File: src/timer8_consts.svh
`ifndef TIMER8_CONSTS_SVH
`define TIMER8_CONSTS_SVH
// ****************************************
// Register offsets
// ****************************************
`define OFS_CTRL    3'h0
`define OFS_CMPA    3'h1
`define OFS_CMPB    3'h2
`define OFS_COUNT   3'h3
`define OFS_FLAGS   3'h4
`define OFS_IEN     3'h5
`define OFS_PINCTL  3'h6
// ****************************************
// Field positions
// ****************************************
`define CTRL_MODE   2:0
`define CTRL_ACTB   5:4
`define CTRL_ACTA   7:6
`define FLG_OVF     0
`define FLG_CMPA    1
`define FLG_CMPB    2
`define PIN_DIRA    0
`define PIN_DIRB    1
`define PIN_PORTA   2
`define PIN_PORTB   3
`define PIN_STA     4
`define PIN_STB     5
// ****************************************
// Values
// ****************************************
`define CNT_MAX     8'hff
`define CNT_BOTTOM  8'h00
`define CNT_ONE     8'h01
`define MODE_PCMAX  3'h1
`define MODE_CTC    3'h2
`define MODE_FASTMX 3'h3
`define MODE_PCOCR  3'h5
`define MODE_FASTOC 3'h7
`define ACT_NONE    2'h0
`define ACT_TOGGLE  2'h1
`endif

File: src/timer8_pkg.sv
package timer8_pkg;
   typedef logic [7:0] byte_t;
   typedef enum logic [1:0] {KIND_NORMAL, KIND_CTC, KIND_FAST, KIND_PC} wave_kind_e;
   typedef struct packed {
      byte_t      cnt;
      logic       dirUp;
      byte_t      ocrA;
      byte_t      ocrB;
      byte_t      bufA;
      byte_t      bufB;
      logic [2:0] mode;
      logic [1:0] actA;
      logic [1:0] actB;
      logic [2:0] ien;
      logic [2:0] flags;
      logic       stA;
      logic       stB;
      logic       dirA;
      logic       dirB;
      logic       portA;
      logic       portB;
      logic       pinA;
      logic       pinB;
      logic       oeA;
      logic       oeB;
      logic       irq;
      byte_t      rdata;
   } state_s;
endpackage

File: src/timer8_waveform_modes.sv
// Our own choices: the strobed register port and the register addresses.
`timescale 1ns/10ps
`include "timer8_consts.svh"
module timer8_waveform_modes #(
   parameter int ADDR_W = 3
) (
   input  wire logic                  ref_clk,
   input  wire logic                  rstn,
   input  wire logic                  timerTick,
   input  wire logic [ADDR_W-1:0]     regAddr,
   input  wire timer8_pkg::byte_t     regWdata,
   input  wire logic                  regWr,
   input  wire logic                  regRd,
   output timer8_pkg::byte_t          regRdata,
   output logic                       waveOutA,
   output logic                       waveOeA_n,
   output logic                       waveOutB,
   output logic                       waveOeB_n,
   output logic                       irqReq
);
   import timer8_pkg::*;

   // ****************************************
   // Parameter check
   // ****************************************
   if (ADDR_W < 3) begin : g_bad_addr
      $error("ADDR_W must be at least 3");
   end

   // ****************************************
   // Decoding helpers
   // ****************************************
   function automatic wave_kind_e kindOf(input logic [2:0] m);
      case (m)
         `MODE_CTC:    kindOf = KIND_CTC;
         `MODE_FASTMX: kindOf = KIND_FAST;
         `MODE_FASTOC: kindOf = KIND_FAST;
         `MODE_PCMAX:  kindOf = KIND_PC;
         `MODE_PCOCR:  kindOf = KIND_PC;
         default:      kindOf = KIND_NORMAL;
      endcase
   endfunction

   function automatic byte_t topOf(input logic [2:0] m, input byte_t ocr);
      if (m == `MODE_FASTOC || m == `MODE_PCOCR) begin
         topOf = ocr;
      end else begin
         topOf = `CNT_MAX;
      end
   endfunction

   function automatic logic waveNext(input logic       st,
                                     input logic [1:0] act,
                                     input wave_kind_e k,
                                     input logic       match,
                                     input logic       atTop,
                                     input logic       bottom,
                                     input logic       up,
                                     input logic       isA);
      waveNext = st;
      if (act != `ACT_NONE) begin
         case (k)
            KIND_FAST: begin
               if (act == `ACT_TOGGLE) begin
                  if (isA && match) begin
                     waveNext = ~st;
                  end
               end else if (atTop) begin
                  waveNext = ~act[0];
               end else if (match) begin
                  waveNext = act[0];
               end
            end
            KIND_PC: begin
               if (act[1]) begin
                  if (match) begin
                     waveNext = up ? act[0] : ~act[0];
                  end else if (bottom) begin
                     waveNext = ~act[0];
                  end
               end
            end
            default: begin
               if (match) begin
                  waveNext = (act == `ACT_TOGGLE) ? ~st : act[0];
               end
            end
         endcase
      end
   endfunction

   // ****************************************
   // State
   // ****************************************
   state_s     s_r;
   state_s     s_nxt;
   wave_kind_e kind;
   byte_t      top;
   logic       hit;
   logic       matchA;
   logic       matchB;
   logic       atTop;
   logic       bottom;

   assign kind   = kindOf(s_r.mode);
   assign top    = topOf(s_r.mode, s_r.ocrA);
   assign hit    = timerTick;
   assign matchA = hit && (s_r.cnt == s_r.ocrA);
   assign matchB = hit && (s_r.cnt == s_r.ocrB);

   always_comb begin
      s_nxt = s_r;
      atTop  = 1'b0;
      bottom = 1'b0;

      // ****************************************
      // Software writes
      // ****************************************
      if (regWr) begin
         case (regAddr[2:0])
            `OFS_CTRL: begin
               s_nxt.mode = regWdata[`CTRL_MODE];
               s_nxt.actA = regWdata[`CTRL_ACTA];
               s_nxt.actB = regWdata[`CTRL_ACTB];
            end
            `OFS_CMPA: begin
               s_nxt.bufA = regWdata;
               if (kind == KIND_NORMAL || kind == KIND_CTC) begin
                  s_nxt.ocrA = regWdata;
               end
            end
            `OFS_CMPB: begin
               s_nxt.bufB = regWdata;
               if (kind == KIND_NORMAL || kind == KIND_CTC) begin
                  s_nxt.ocrB = regWdata;
               end
            end
            `OFS_FLAGS: s_nxt.flags = s_r.flags & ~regWdata[2:0];
            `OFS_IEN:   s_nxt.ien = regWdata[2:0];
            `OFS_PINCTL: begin
               s_nxt.dirA  = regWdata[`PIN_DIRA];
               s_nxt.dirB  = regWdata[`PIN_DIRB];
               s_nxt.portA = regWdata[`PIN_PORTA];
               s_nxt.portB = regWdata[`PIN_PORTB];
            end
            default: ;
         endcase
      end

      // ****************************************
      // Counter
      // ****************************************
      if (hit) begin
         case (kind)
            KIND_CTC: begin
               if (s_r.cnt == s_r.ocrA) begin
                  s_nxt.cnt = `CNT_BOTTOM;
               end else begin
                  s_nxt.cnt = s_r.cnt + `CNT_ONE;
               end
               if (s_r.cnt == `CNT_MAX) begin
                  s_nxt.flags[`FLG_OVF] = 1'b1;
               end
            end
            KIND_FAST: begin
               atTop = (s_r.cnt == top);
               if (atTop) begin
                  s_nxt.cnt = `CNT_BOTTOM;
                  s_nxt.flags[`FLG_OVF] = 1'b1;
                  s_nxt.ocrA = s_r.bufA;
                  s_nxt.ocrB = s_r.bufB;
               end else begin
                  s_nxt.cnt = s_r.cnt + `CNT_ONE;
               end
            end
            KIND_PC: begin
               if (top == `CNT_BOTTOM) begin
                  s_nxt.cnt   = `CNT_BOTTOM;
                  s_nxt.dirUp = 1'b1;
                  s_nxt.flags[`FLG_OVF] = 1'b1;
               end else if (s_r.dirUp) begin
                  if (s_r.cnt == top) begin
                     s_nxt.cnt   = top - `CNT_ONE;
                     s_nxt.dirUp = 1'b0;
                     s_nxt.ocrA  = s_r.bufA;
                     s_nxt.ocrB  = s_r.bufB;
                  end else begin
                     s_nxt.cnt = s_r.cnt + `CNT_ONE;
                  end
               end else if (s_r.cnt == `CNT_BOTTOM) begin
                  bottom      = 1'b1;
                  s_nxt.cnt   = `CNT_ONE;
                  s_nxt.dirUp = 1'b1;
                  s_nxt.flags[`FLG_OVF] = 1'b1;
               end else begin
                  s_nxt.cnt = s_r.cnt - `CNT_ONE;
               end
            end
            default: begin
               s_nxt.cnt = s_r.cnt + `CNT_ONE;
               if (s_r.cnt == `CNT_MAX) begin
                  s_nxt.flags[`FLG_OVF] = 1'b1;
               end
            end
         endcase
      end
      if (kind != KIND_PC) begin
         s_nxt.dirUp = 1'b1;
      end

      // ****************************************
      // Compare flags, set wins over clear
      // ****************************************
      if (matchA) begin
         s_nxt.flags[`FLG_CMPA] = 1'b1;
      end
      if (matchB) begin
         s_nxt.flags[`FLG_CMPB] = 1'b1;
      end

      // ****************************************
      // Waveform state
      // ****************************************
      s_nxt.stA = waveNext(s_r.stA, s_r.actA, kind, matchA, atTop, bottom && s_r.ocrA != `CNT_BOTTOM,
                           s_nxt.dirUp, 1'b1);
      s_nxt.stB = waveNext(s_r.stB, s_r.actB, kind, matchB, atTop, bottom && s_r.ocrB != `CNT_BOTTOM,
                           s_nxt.dirUp, 1'b0);

      // ****************************************
      // Pins
      // ****************************************
      s_nxt.pinA = (s_nxt.actA != `ACT_NONE) ? s_nxt.stA : s_nxt.portA;
      s_nxt.pinB = (s_nxt.actB != `ACT_NONE) ? s_nxt.stB : s_nxt.portB;
      s_nxt.oeA  = ~s_nxt.dirA;
      s_nxt.oeB  = ~s_nxt.dirB;
      s_nxt.irq  = |(s_nxt.flags & s_nxt.ien);

      // ****************************************
      // Read data
      // ****************************************
      s_nxt.rdata = '0;
      if (regRd) begin
         case (regAddr[2:0])
            `OFS_CTRL:   s_nxt.rdata = {s_r.actA, s_r.actB, 1'b0, s_r.mode};
            `OFS_CMPA:   s_nxt.rdata = s_r.bufA;
            `OFS_CMPB:   s_nxt.rdata = s_r.bufB;
            `OFS_COUNT:  s_nxt.rdata = s_r.cnt;
            `OFS_FLAGS:  s_nxt.rdata = {5'h00, s_r.flags};
            `OFS_IEN:    s_nxt.rdata = {5'h00, s_r.ien};
            `OFS_PINCTL: s_nxt.rdata = {2'h0, s_r.stB, s_r.stA, s_r.portB, s_r.portA, s_r.dirB, s_r.dirA};
            default:     s_nxt.rdata = '0;
         endcase
      end
   end

   always_ff @(posedge ref_clk) begin
      if (!rstn) begin
         s_r       <= '0;
         s_r.dirUp <= 1'b1;
         s_r.oeA   <= 1'b1;
         s_r.oeB   <= 1'b1;
      end else begin
         s_r <= s_nxt;
      end
   end

   assign regRdata  = s_r.rdata;
   assign waveOutA  = s_r.pinA;
   assign waveOeA_n = s_r.oeA;
   assign waveOutB  = s_r.pinB;
   assign waveOeB_n = s_r.oeB;
   assign irqReq    = s_r.irq;
endmodule

File: config.mk
export PLATFORM = sky130hd
export DESIGN_NAME = timer8_waveform_modes
export DESIGN_NICKNAME = d
export VERILOG_FILES = /design/src/timer8_pkg.sv /design/src/timer8_waveform_modes.sv
export VERILOG_INCLUDE_DIRS = /design/src /design/src/src
export SDC_FILE = /design/constraint.sdc
export NUM_CORES = 1
export LEC_CHECK = 0
export ABC_AREA = 0
export BUFFER_PORTS_ARGS = -buffer_cell sky130_fd_sc_hd__buf_2
export CORE_MARGIN = 5
export CORE_UTILIZATION = 65
export CTS_CLUSTER_SIZE = 12
export DETAILED_ROUTE_END_ITERATION = 6
export PLACE_DENSITY = 0.84
export RECOVER_POWER = 25
export SLEW_MARGIN = 5
export SYNTH_ARGS = -nofsm -noshare
export SYNTH_HDL_FRONTEND = slang
export SYNTH_SLANG_ARGS = --single-unit
File: constraint.sdc
create_clock -name ref_clk -period 5.89 [get_ports ref_clk]
set_input_delay 0 -clock ref_clk [delete_from_list [all_inputs] [get_ports ref_clk]]
set_output_delay 0 -clock ref_clk [all_outputs]
set_load 0.05 [all_outputs]
# Yosys cells after proc, flatten, opt, wreduce, memory -nomap -nowiden
# Cells that the tools add are included.
# W data, S select, Z words.
# op_classes
add_sub_neg	3
bitwise	9
n_shift	0
n_reduce_logical	23
n_eq_ne	21
multipliers	0
n_lt_le_gt_ge	0
n_mux	71
div_mod_pow	0
# op_table
operator	n
$mux W8	11
$pmux W8 S7	1
$mux W16	3
$mux W45	1
$mux W1	40
$mux W17	2
$pmux W16 S2	1
$eq A8 B8 Y1	3
$pmux W8 S3	1
$mux W9	2
$logic_not A8 Y1	2
$reduce_bool A8 Y1	2
$sub A8 B1 Y8 const B	2
$eq A3 B3 Y1 const B	5
$eq A3 B2 Y1 const B	4
$add A8 B1 Y8 const B	1
$eq A8 B8 Y1 const B	1
$mux W4	2
$reduce_and A2 Y1	4
$reduce_bool A2 Y1	4
$mux W7	1
$and A3 B3 Y3	2
$eq A2 B1 Y1 const B	3
$eq A3 B1 Y1 const B	2
13 further kinds	27
# word_totals
rom_bits	0
ff_bits	73
output_inout_bits	13
ram_bits	0
mem_count	0
wordCells	150
in_bits	16
latch_bits	0

# Logic depth before layout (Yosys ltp)
# logic_depth
ltp_word	20
mapped_depth	12
mapped_depth_nobuf	11

# Worst setup path after synthesis
# Ideal clock, no wire load.
# synth_timing
path_type	flip-flop to flip-flop
startpoint	reg s_r[29] in the netlist's numbering
endpoint	reg s_r, in the netlist waveOutA
synth_period_minus_slack_ns	2.742
arrival_time_ns	2.622
setup_slack_ns	3.148
stages_incl_launch_ff	13
setup_time_ns	0.120
n_path_buf	1
required_ns	5.770
cell_sequence	dfxtp_1 -> buf_1 -> nand2_1 -> nor2_1 -> ha_1 -> nor3b_2 -> and3_1 -> nor3_2 -> or4b_1 -> nand4b_1 -> o311a_1 -> a22o_1 -> a21oi_1
# synth_between
elab_chain_len	16
elab_cells_between_ends	36
classes_between	eq/ne (9); mux (22); reduce/logical (5)
# synth_rtl
item	line_no	source
from (decl)	timer8_waveform_modes.sv:95	state_s s_r;
from (signal assigned)	timer8_waveform_modes.sv:263	s_r <= s_nxt;
$eq A3 B3 Y1	timer8_waveform_modes.sv:34	case (m)
$logic_or A1 B1 Y1 (no line)	n/a	
$mux W8	timer8_waveform_modes.sv:45	if (m == `MODE_FASTOC || m == `MODE_PCOCR) begin
$eq A8 B8 Y1	timer8_waveform_modes.sv:166, timer8_waveform_modes.sv:182	
$mux W17	timer8_waveform_modes.sv:182	if (s_r.cnt == top) begin
$mux W9	timer8_waveform_modes.sv:181	end else if (s_r.dirUp) begin
$mux W9	timer8_waveform_modes.sv:177	if (top == `CNT_BOTTOM) begin
$mux W1	timer8_waveform_modes.sv:154	case (kind)
$mux W17	timer8_waveform_modes.sv:153	if (hit) begin
$mux W1	timer8_waveform_modes.sv:207	if (kind != KIND_PC) begin
$mux W1	timer8_waveform_modes.sv:77	waveNext = up ? act[0] : ~act[0];
$mux W1	timer8_waveform_modes.sv:76	if (match) begin
$mux W1	timer8_waveform_modes.sv:75	if (act[1]) begin
$pmux W1 S2 (*)	timer8_waveform_modes.sv:62	case (k)
$mux W1 (*)	timer8_waveform_modes.sv:61	if (act != `ACT_NONE) begin
$mux W1 (*)	timer8_waveform_modes.sv:232	s_nxt.pinA = (s_nxt.actA != `ACT_NONE) ? s_nxt.stA : s_nxt.portA;
# Mark *: on every way between the ends. The rest lies on a longest branch, timed or not.
# A chain may end at the register's enable or synchronous reset.

# Worst setup path after layout
# layout_timing
startpoint	reg s_r[72] in the netlist's numbering
endpoint	reg s_r[57] in the netlist's numbering
# layout_between
elab_chain_len	6
elab_cells_between_ends	7
classes_between	eq/ne (1); mux (6)
# layout_rtl
item	line_no
$eq A8 B8 Y1 (*)	timer8_waveform_modes.sv:166, timer8_waveform_modes.sv:182
$mux W17	timer8_waveform_modes.sv:182
$mux W16	timer8_waveform_modes.sv:181
$mux W16	timer8_waveform_modes.sv:177
$pmux W16 S2 (*)	timer8_waveform_modes.sv:154
$mux W17 (*)	timer8_waveform_modes.sv:153
# Marks and branches as above.

==> metrics.txt <==
# TYPE chip_impl_metric gauge
chip_impl_info{name="outcome",value="completed"} 1
chip_impl_metric{name="syn-num-nets",unit=""} 627
chip_impl_metric{name="wl",unit="mm"} 13.8
chip_impl_info{name="critical-path-top-delay-family",value="simple AND/OR/NAND/NOR gates"} 1
chip_impl_metric{name="initial_core_util",unit="%"} 66.5
chip_impl_info{name="worst_setup_path_start_kind",value="flop"} 1
chip_impl_metric{name="power.share.sequential",unit="%"} 47.0
chip_impl_metric{name="final.period_utilization",unit="%"} 57.5
chip_impl_metric{name="drt_iter0_drc",unit=""} 475
chip_impl_metric{name="post-synth-top-area-fraction",unit="%"} 30.5
chip_impl_metric{name="ioPinCount",unit=""} 29
chip_impl_metric{name="synth_seq_cells",unit=""} 73
chip_impl_metric{name="syn_avg_cell_area",unit="um2"} 7.90
chip_impl_info{name="min_to",value="regRdata[1]$_SDFF_PN0_"} 1
chip_impl_metric{name="hpwl",unit="mm"} 9.72
chip_impl_metric{name="worstSkewPairLatency",unit="ns"} 0.37
chip_impl_metric{name="power.switching_fraction",unit="%"} 28.4
chip_impl_metric{name="grt_remaining_overflow",unit=""} 0
chip_impl_info{name="netlist_top_cells_area",value="sky130_fd_sc_hd__dfxtp_1 30%, sky130_fd_sc_hd__nand2_1 8.3%, sky130_fd_sc_hd__nor2_1 5.3%"} 1
chip_impl_metric{name="cp_max_fo",unit=""} 32
chip_impl_metric{name="drtPass1Iterations",unit=""} 5
chip_impl_metric{name="share_clk_of_total_power",unit="%"} 39.5
chip_impl_info{name="ys.flop_type",value="sky130_fd_sc_hd__dfxtp_1"} 1
chip_impl_metric{name="wire_per_inst",unit="um"} 19.7
chip_impl_metric{name="slew_violations",unit=""} 0
chip_impl_info{name="cpMaxStageDelayCell",value="sky130_fd_sc_hd__nor4_4"} 1
chip_impl_metric{name="fp.dieArea",unit="mm2"} 0.00920
chip_impl_info{name="cts_root_buffer_type",value="sky130_fd_sc_hd__clkbuf_8"} 1
chip_impl_metric{name="die_w",unit="um"} 95.9
chip_impl_metric{name="power.leakage",unit="nW"} 1.84
chip_impl_metric{name="grt_first_pass_wirelength",unit="mm"} 22.7
chip_impl_metric{name="setup_viol",unit=""} 0
chip_impl_metric{name="io_buffer_count",unit=""} 28
chip_impl_metric{name="clkSinkCount",unit=""} 73
chip_impl_metric{name="cp.buffers_inverters",unit=""} 0
chip_impl_metric{name="final_layout_size_suffix_gt1_share",unit="%"} 12.5
chip_impl_metric{name="tritoncts.num_buffers",unit=""} 9
chip_impl_metric{name="flow.area_growth_from_synthesis",unit="%"} 5.50
chip_impl_metric{name="core_region_area",unit="mm2"} 0.00721
chip_impl_metric{name="syn_inst",unit=""} 607
chip_impl_metric{name="irDropWorstVdd",unit="uV"} 222
chip_impl_metric{name="n_antenna_cell",unit=""} 0
chip_impl_metric{name="grt_max_degree",unit=""} 48
chip_impl_metric{name="p_comb_share",unit="%"} 13.4
chip_impl_metric{name="htree_num_levels",unit=""} 3
chip_impl_metric{name="wp_data_arrival",unit="ns"} 3.58
chip_impl_metric{name="initial_antenna_violation_count",unit=""} 0
chip_impl_metric{name="timing_hold_violations_final",unit=""} 0
chip_impl_metric{name="timing.critical_path.slowest_cell_delay",unit="ns"} 0.87
chip_impl_metric{name="final.setup_skew",unit="ns"} 0.0120
chip_impl_metric{name="routed_via_density",unit=""} 6.70
chip_impl_info{name="critPathCaptureType",value="flop"} 1
chip_impl_metric{name="power.density",unit="mW/mm2"} 220
chip_impl_metric{name="cts.repair.resized",unit=""} 0
chip_impl_metric{name="max_slew_margin",unit="%"} 30.9
chip_impl_info{name="critical_path.reg2reg.endpoint",value="s_r[57]$_SDFF_PN0_"} 1
chip_impl_metric{name="setup_slack_after_placement",unit="ns"} 2.59
chip_impl_metric{name="sequential_area_share_after_synthesis",unit="%"} 30.5
chip_impl_metric{name="timing.reg2reg.setup_slack",unit="ns"} 2.50
chip_impl_info{name="leading_cell_type_by_number_of_instances_after_synthesis",value="sky130_fd_sc_hd__nand2_1"} 1
chip_impl_metric{name="intPower",unit="mW"} 0.799
chip_impl_metric{name="via_count",unit=""} 4700
chip_impl_metric{name="cap_violations",unit=""} 0
chip_impl_metric{name="achievable-frequency",unit="GHz"} 0.295
chip_impl_info{name="worstSetupPathType",value="flop to flop"} 1
chip_impl_metric{name="fp-row-count",unit=""} 31
chip_impl_metric{name="final.setup.tns",unit="ns"} 0
chip_impl_metric{name="clk_path_buf_depth",unit=""} 2
chip_impl_metric{name="yosys_warnings",unit=""} 0
chip_impl_metric{name="timing.reg2reg.worst_path_depth",unit=""} 7
chip_impl_metric{name="mapped_area",unit="mm2"} 0.00480
chip_impl_info{name="netlist_top_cells_count",value="106 x sky130_fd_sc_hd__nand2_1, 73 x sky130_fd_sc_hd__dfxtp_1, 68 x sky130_fd_sc_hd__nor2_1"} 1
chip_impl_metric{name="place.gp.congestion",unit=""} 0.987
chip_impl_info{name="regToRegStartpoint",value="s_r[72]$_SDFFE_PN0P_"} 1
chip_impl_info{name="worstHoldPathType",value="primary input to flop"} 1
chip_impl_info{name="synth.largest_area_cell",value="sky130_fd_sc_hd__dfxtp_1"} 1
chip_impl_info{name="min_from",value="regRd"} 1
chip_impl_metric{name="via_count_of_the_first_global_routing_pass",unit=""} 4574
chip_impl_metric{name="post-cts-setup-buffers",unit=""} 0
chip_impl_metric{name="postSynth.asyncResetShare",unit="%"} 0
chip_impl_metric{name="finish.net_count",unit=""} 618
chip_impl_metric{name="fin_ws",unit="ns"} 2.50
chip_impl_metric{name="whs_path_depth",unit=""} 3
chip_impl_info{name="tritoncts",value="built"} 1
chip_impl_info{name="setup_repair_after_global_routing_missed_its_margin",value="no"} 1
chip_impl_metric{name="clock_pin_slew_reported_for_the_worst_setup_and_hold_paths_after_clock_tree_synthesis",unit="ns"} 0.08
chip_impl_metric{name="postRouteAntennaNets",unit=""} 0
chip_impl_metric{name="worst-endpoint-required",unit="ns"} 6.09
chip_impl_metric{name="p_sw",unit="mW"} 0.316
chip_impl_metric{name="detail_route.drc_violations",unit=""} 0
chip_impl_metric{name="grt.total_usage",unit="%"} 32.3
chip_impl_info{name="timing.critical_path.cells",value="nand4bb_1, o31ai_4, a32oi_2, nor4_4, o2111ai_4, nor2_1, a311oi_2"} 1
chip_impl_metric{name="synth_enable_flop_cells",unit=""} 0
chip_impl_metric{name="die_height",unit="um"} 95.9
chip_impl_metric{name="post_synth_num_cell_types",unit=""} 73
chip_impl_metric{name="worst_slew_pin_slew",unit="ns"} 1.04
chip_impl_metric{name="min_period",unit="ns"} 3.39
[tightest hold or removal path: stages]
cell	delay, ns
sky130_fd_sc_hd__buf_2	0.09
sky130_fd_sc_hd__nand3_1	0.21
sky130_fd_sc_hd__nor2_1	0.08
[power by group through the flow]
stage          Sequential [mW]  Clock (mW)  Combinational [mW]
4_1_cts                  0.523       0.439               0.147
6_report                 0.524       0.441               0.150
2_1_floorplan            0.527           0               0.111
5_1_grt                  0.526       0.466               0.162
3_3_place_gp             0.534           0               0.137
3_5_place_dp             0.535           0               0.141
[routing by layer]
layer  part of all wire [%]  up-vias  wire [um]  global-route usage [%]
met3                     10       72       1430                    7.66
met4                    5.5        0        762                    19.3
met2                     47      324       6550                    51.7
met1                     37     2170       5040                    39.3
met5                      0        -          0                       0
li1                       -     2134          -                       -
[repair_timing]
item                                    CTS  global route
hold buffers                              9             0
hold endpoints to repair                 32             0
endpoints found under the setup margin    0             0
[registers in the layout (all words and copies together), names as in the netlist]
name	flops
irqReq	1
waveOeA_n	1
s_r	60
waveOutA	1
waveOutB	1
waveOeB_n	1
regRdata	8
[worst max path at each step]
stage	to	slack, ns	start	cells after the start
after global routing	s_r[57]$_SDFF_PN0_	2.23	s_r[70]$_SDFFE_PN0P_	7
after global placement	s_r[49]$_SDFF_PN0_	2.77	s_r[72]$_SDFFE_PN0P_	7
final	s_r[57]$_SDFF_PN0_	2.50	s_r[72]$_SDFFE_PN0P_	7
after CTS	s_r[57]$_SDFF_PN0_	2.60	s_r[72]$_SDFFE_PN0P_	7
after floorplan	waveOutA$_SDFF_PN0_	3.15	s_r[29]$_SDFFE_PN0P_	12
after detailed placement	s_r[57]$_SDFF_PN0_	2.59	s_r[72]$_SDFFE_PN0P_	7
[kinds of logic after synthesis]
| kind of cell | Yosys count | synth area share [%] |
|---|---|---|
| and+or+nand+nor | 252 | 25.1 |
| muxes | 23 | 5.90 |
| adders and majority gates | 4 | 1.04 |
| xor gates and xnor gates | 29 | 5.61 |
| buffers and inverters | 75 | 7.54 |
| DFF | 73 | 30.5 |
| AOI/OAI and AO/OA | 151 | 24.4 |
[placed cells by master (no fill, tap or decap), types with 3 or more instances in the layout]
cell type                       instances
sky130_fd_sc_hd__a21oi_1               46
sky130_fd_sc_hd__a22o_1                 4
sky130_fd_sc_hd__a2bb2oi_1              3
sky130_fd_sc_hd__a311oi_2              16
sky130_fd_sc_hd__a31oi_1                4
sky130_fd_sc_hd__a32oi_1                5
sky130_fd_sc_hd__and2_1                 6
sky130_fd_sc_hd__and3_1                 5
sky130_fd_sc_hd__buf_2                 14
sky130_fd_sc_hd__clkbuf_1              14
sky130_fd_sc_hd__clkbuf_8               9
sky130_fd_sc_hd__dfxtp_1               73
sky130_fd_sc_hd__dlygate4sd3_1          9
sky130_fd_sc_hd__ha_1                   4
sky130_fd_sc_hd__inv_1                 14
sky130_fd_sc_hd__mux2i_1               17
sky130_fd_sc_hd__mux4_2                 4
sky130_fd_sc_hd__nand2_1              106
sky130_fd_sc_hd__nand2b_1               5
sky130_fd_sc_hd__nand3_1               16
sky130_fd_sc_hd__nand4_1                5
sky130_fd_sc_hd__nand4bb_1              4
sky130_fd_sc_hd__nor2_1                68
sky130_fd_sc_hd__nor2b_1                6
sky130_fd_sc_hd__nor3_1                 9
sky130_fd_sc_hd__nor3b_1                3
sky130_fd_sc_hd__nor4_2                 3
sky130_fd_sc_hd__o211ai_1               3
sky130_fd_sc_hd__o21ai_0               27
sky130_fd_sc_hd__o221a_2                5
sky130_fd_sc_hd__o22ai_1                3
sky130_fd_sc_hd__o31ai_1                5
sky130_fd_sc_hd__xnor2_1               16
sky130_fd_sc_hd__xor2_1                11
[stage by stage]
step / instance area (um2) / instances / hold WS (ns) / utilization (%) / power [mW]
after floorplan: 4800 / 607 / 0.136 / - / 0.638
after global placement: 4770 / 677 / 0.298 / 66.2 / 0.671
after detailed placement: 4770 / 677 / 0.304 / 66.2 / 0.676
after CTS: 5080 / 701 / 0.0550 / 70.4 / 1.11
after global routing: 5060 / 701 / 0.101 / 70.1 / 1.15
final: 5060 / 701 / 0.0574 / 70.1 / 1.12
[final cells by class]
type	instances	area, um2
clock inverter	6	90.1
tap	99	124
multi-input combinational	459	2970
inverter	16	60.1
clock buffer	9	124
timing repair buffer	39	228
sequential	73	1460
fill	567	2150
Power figures use the tool's default switching activity.
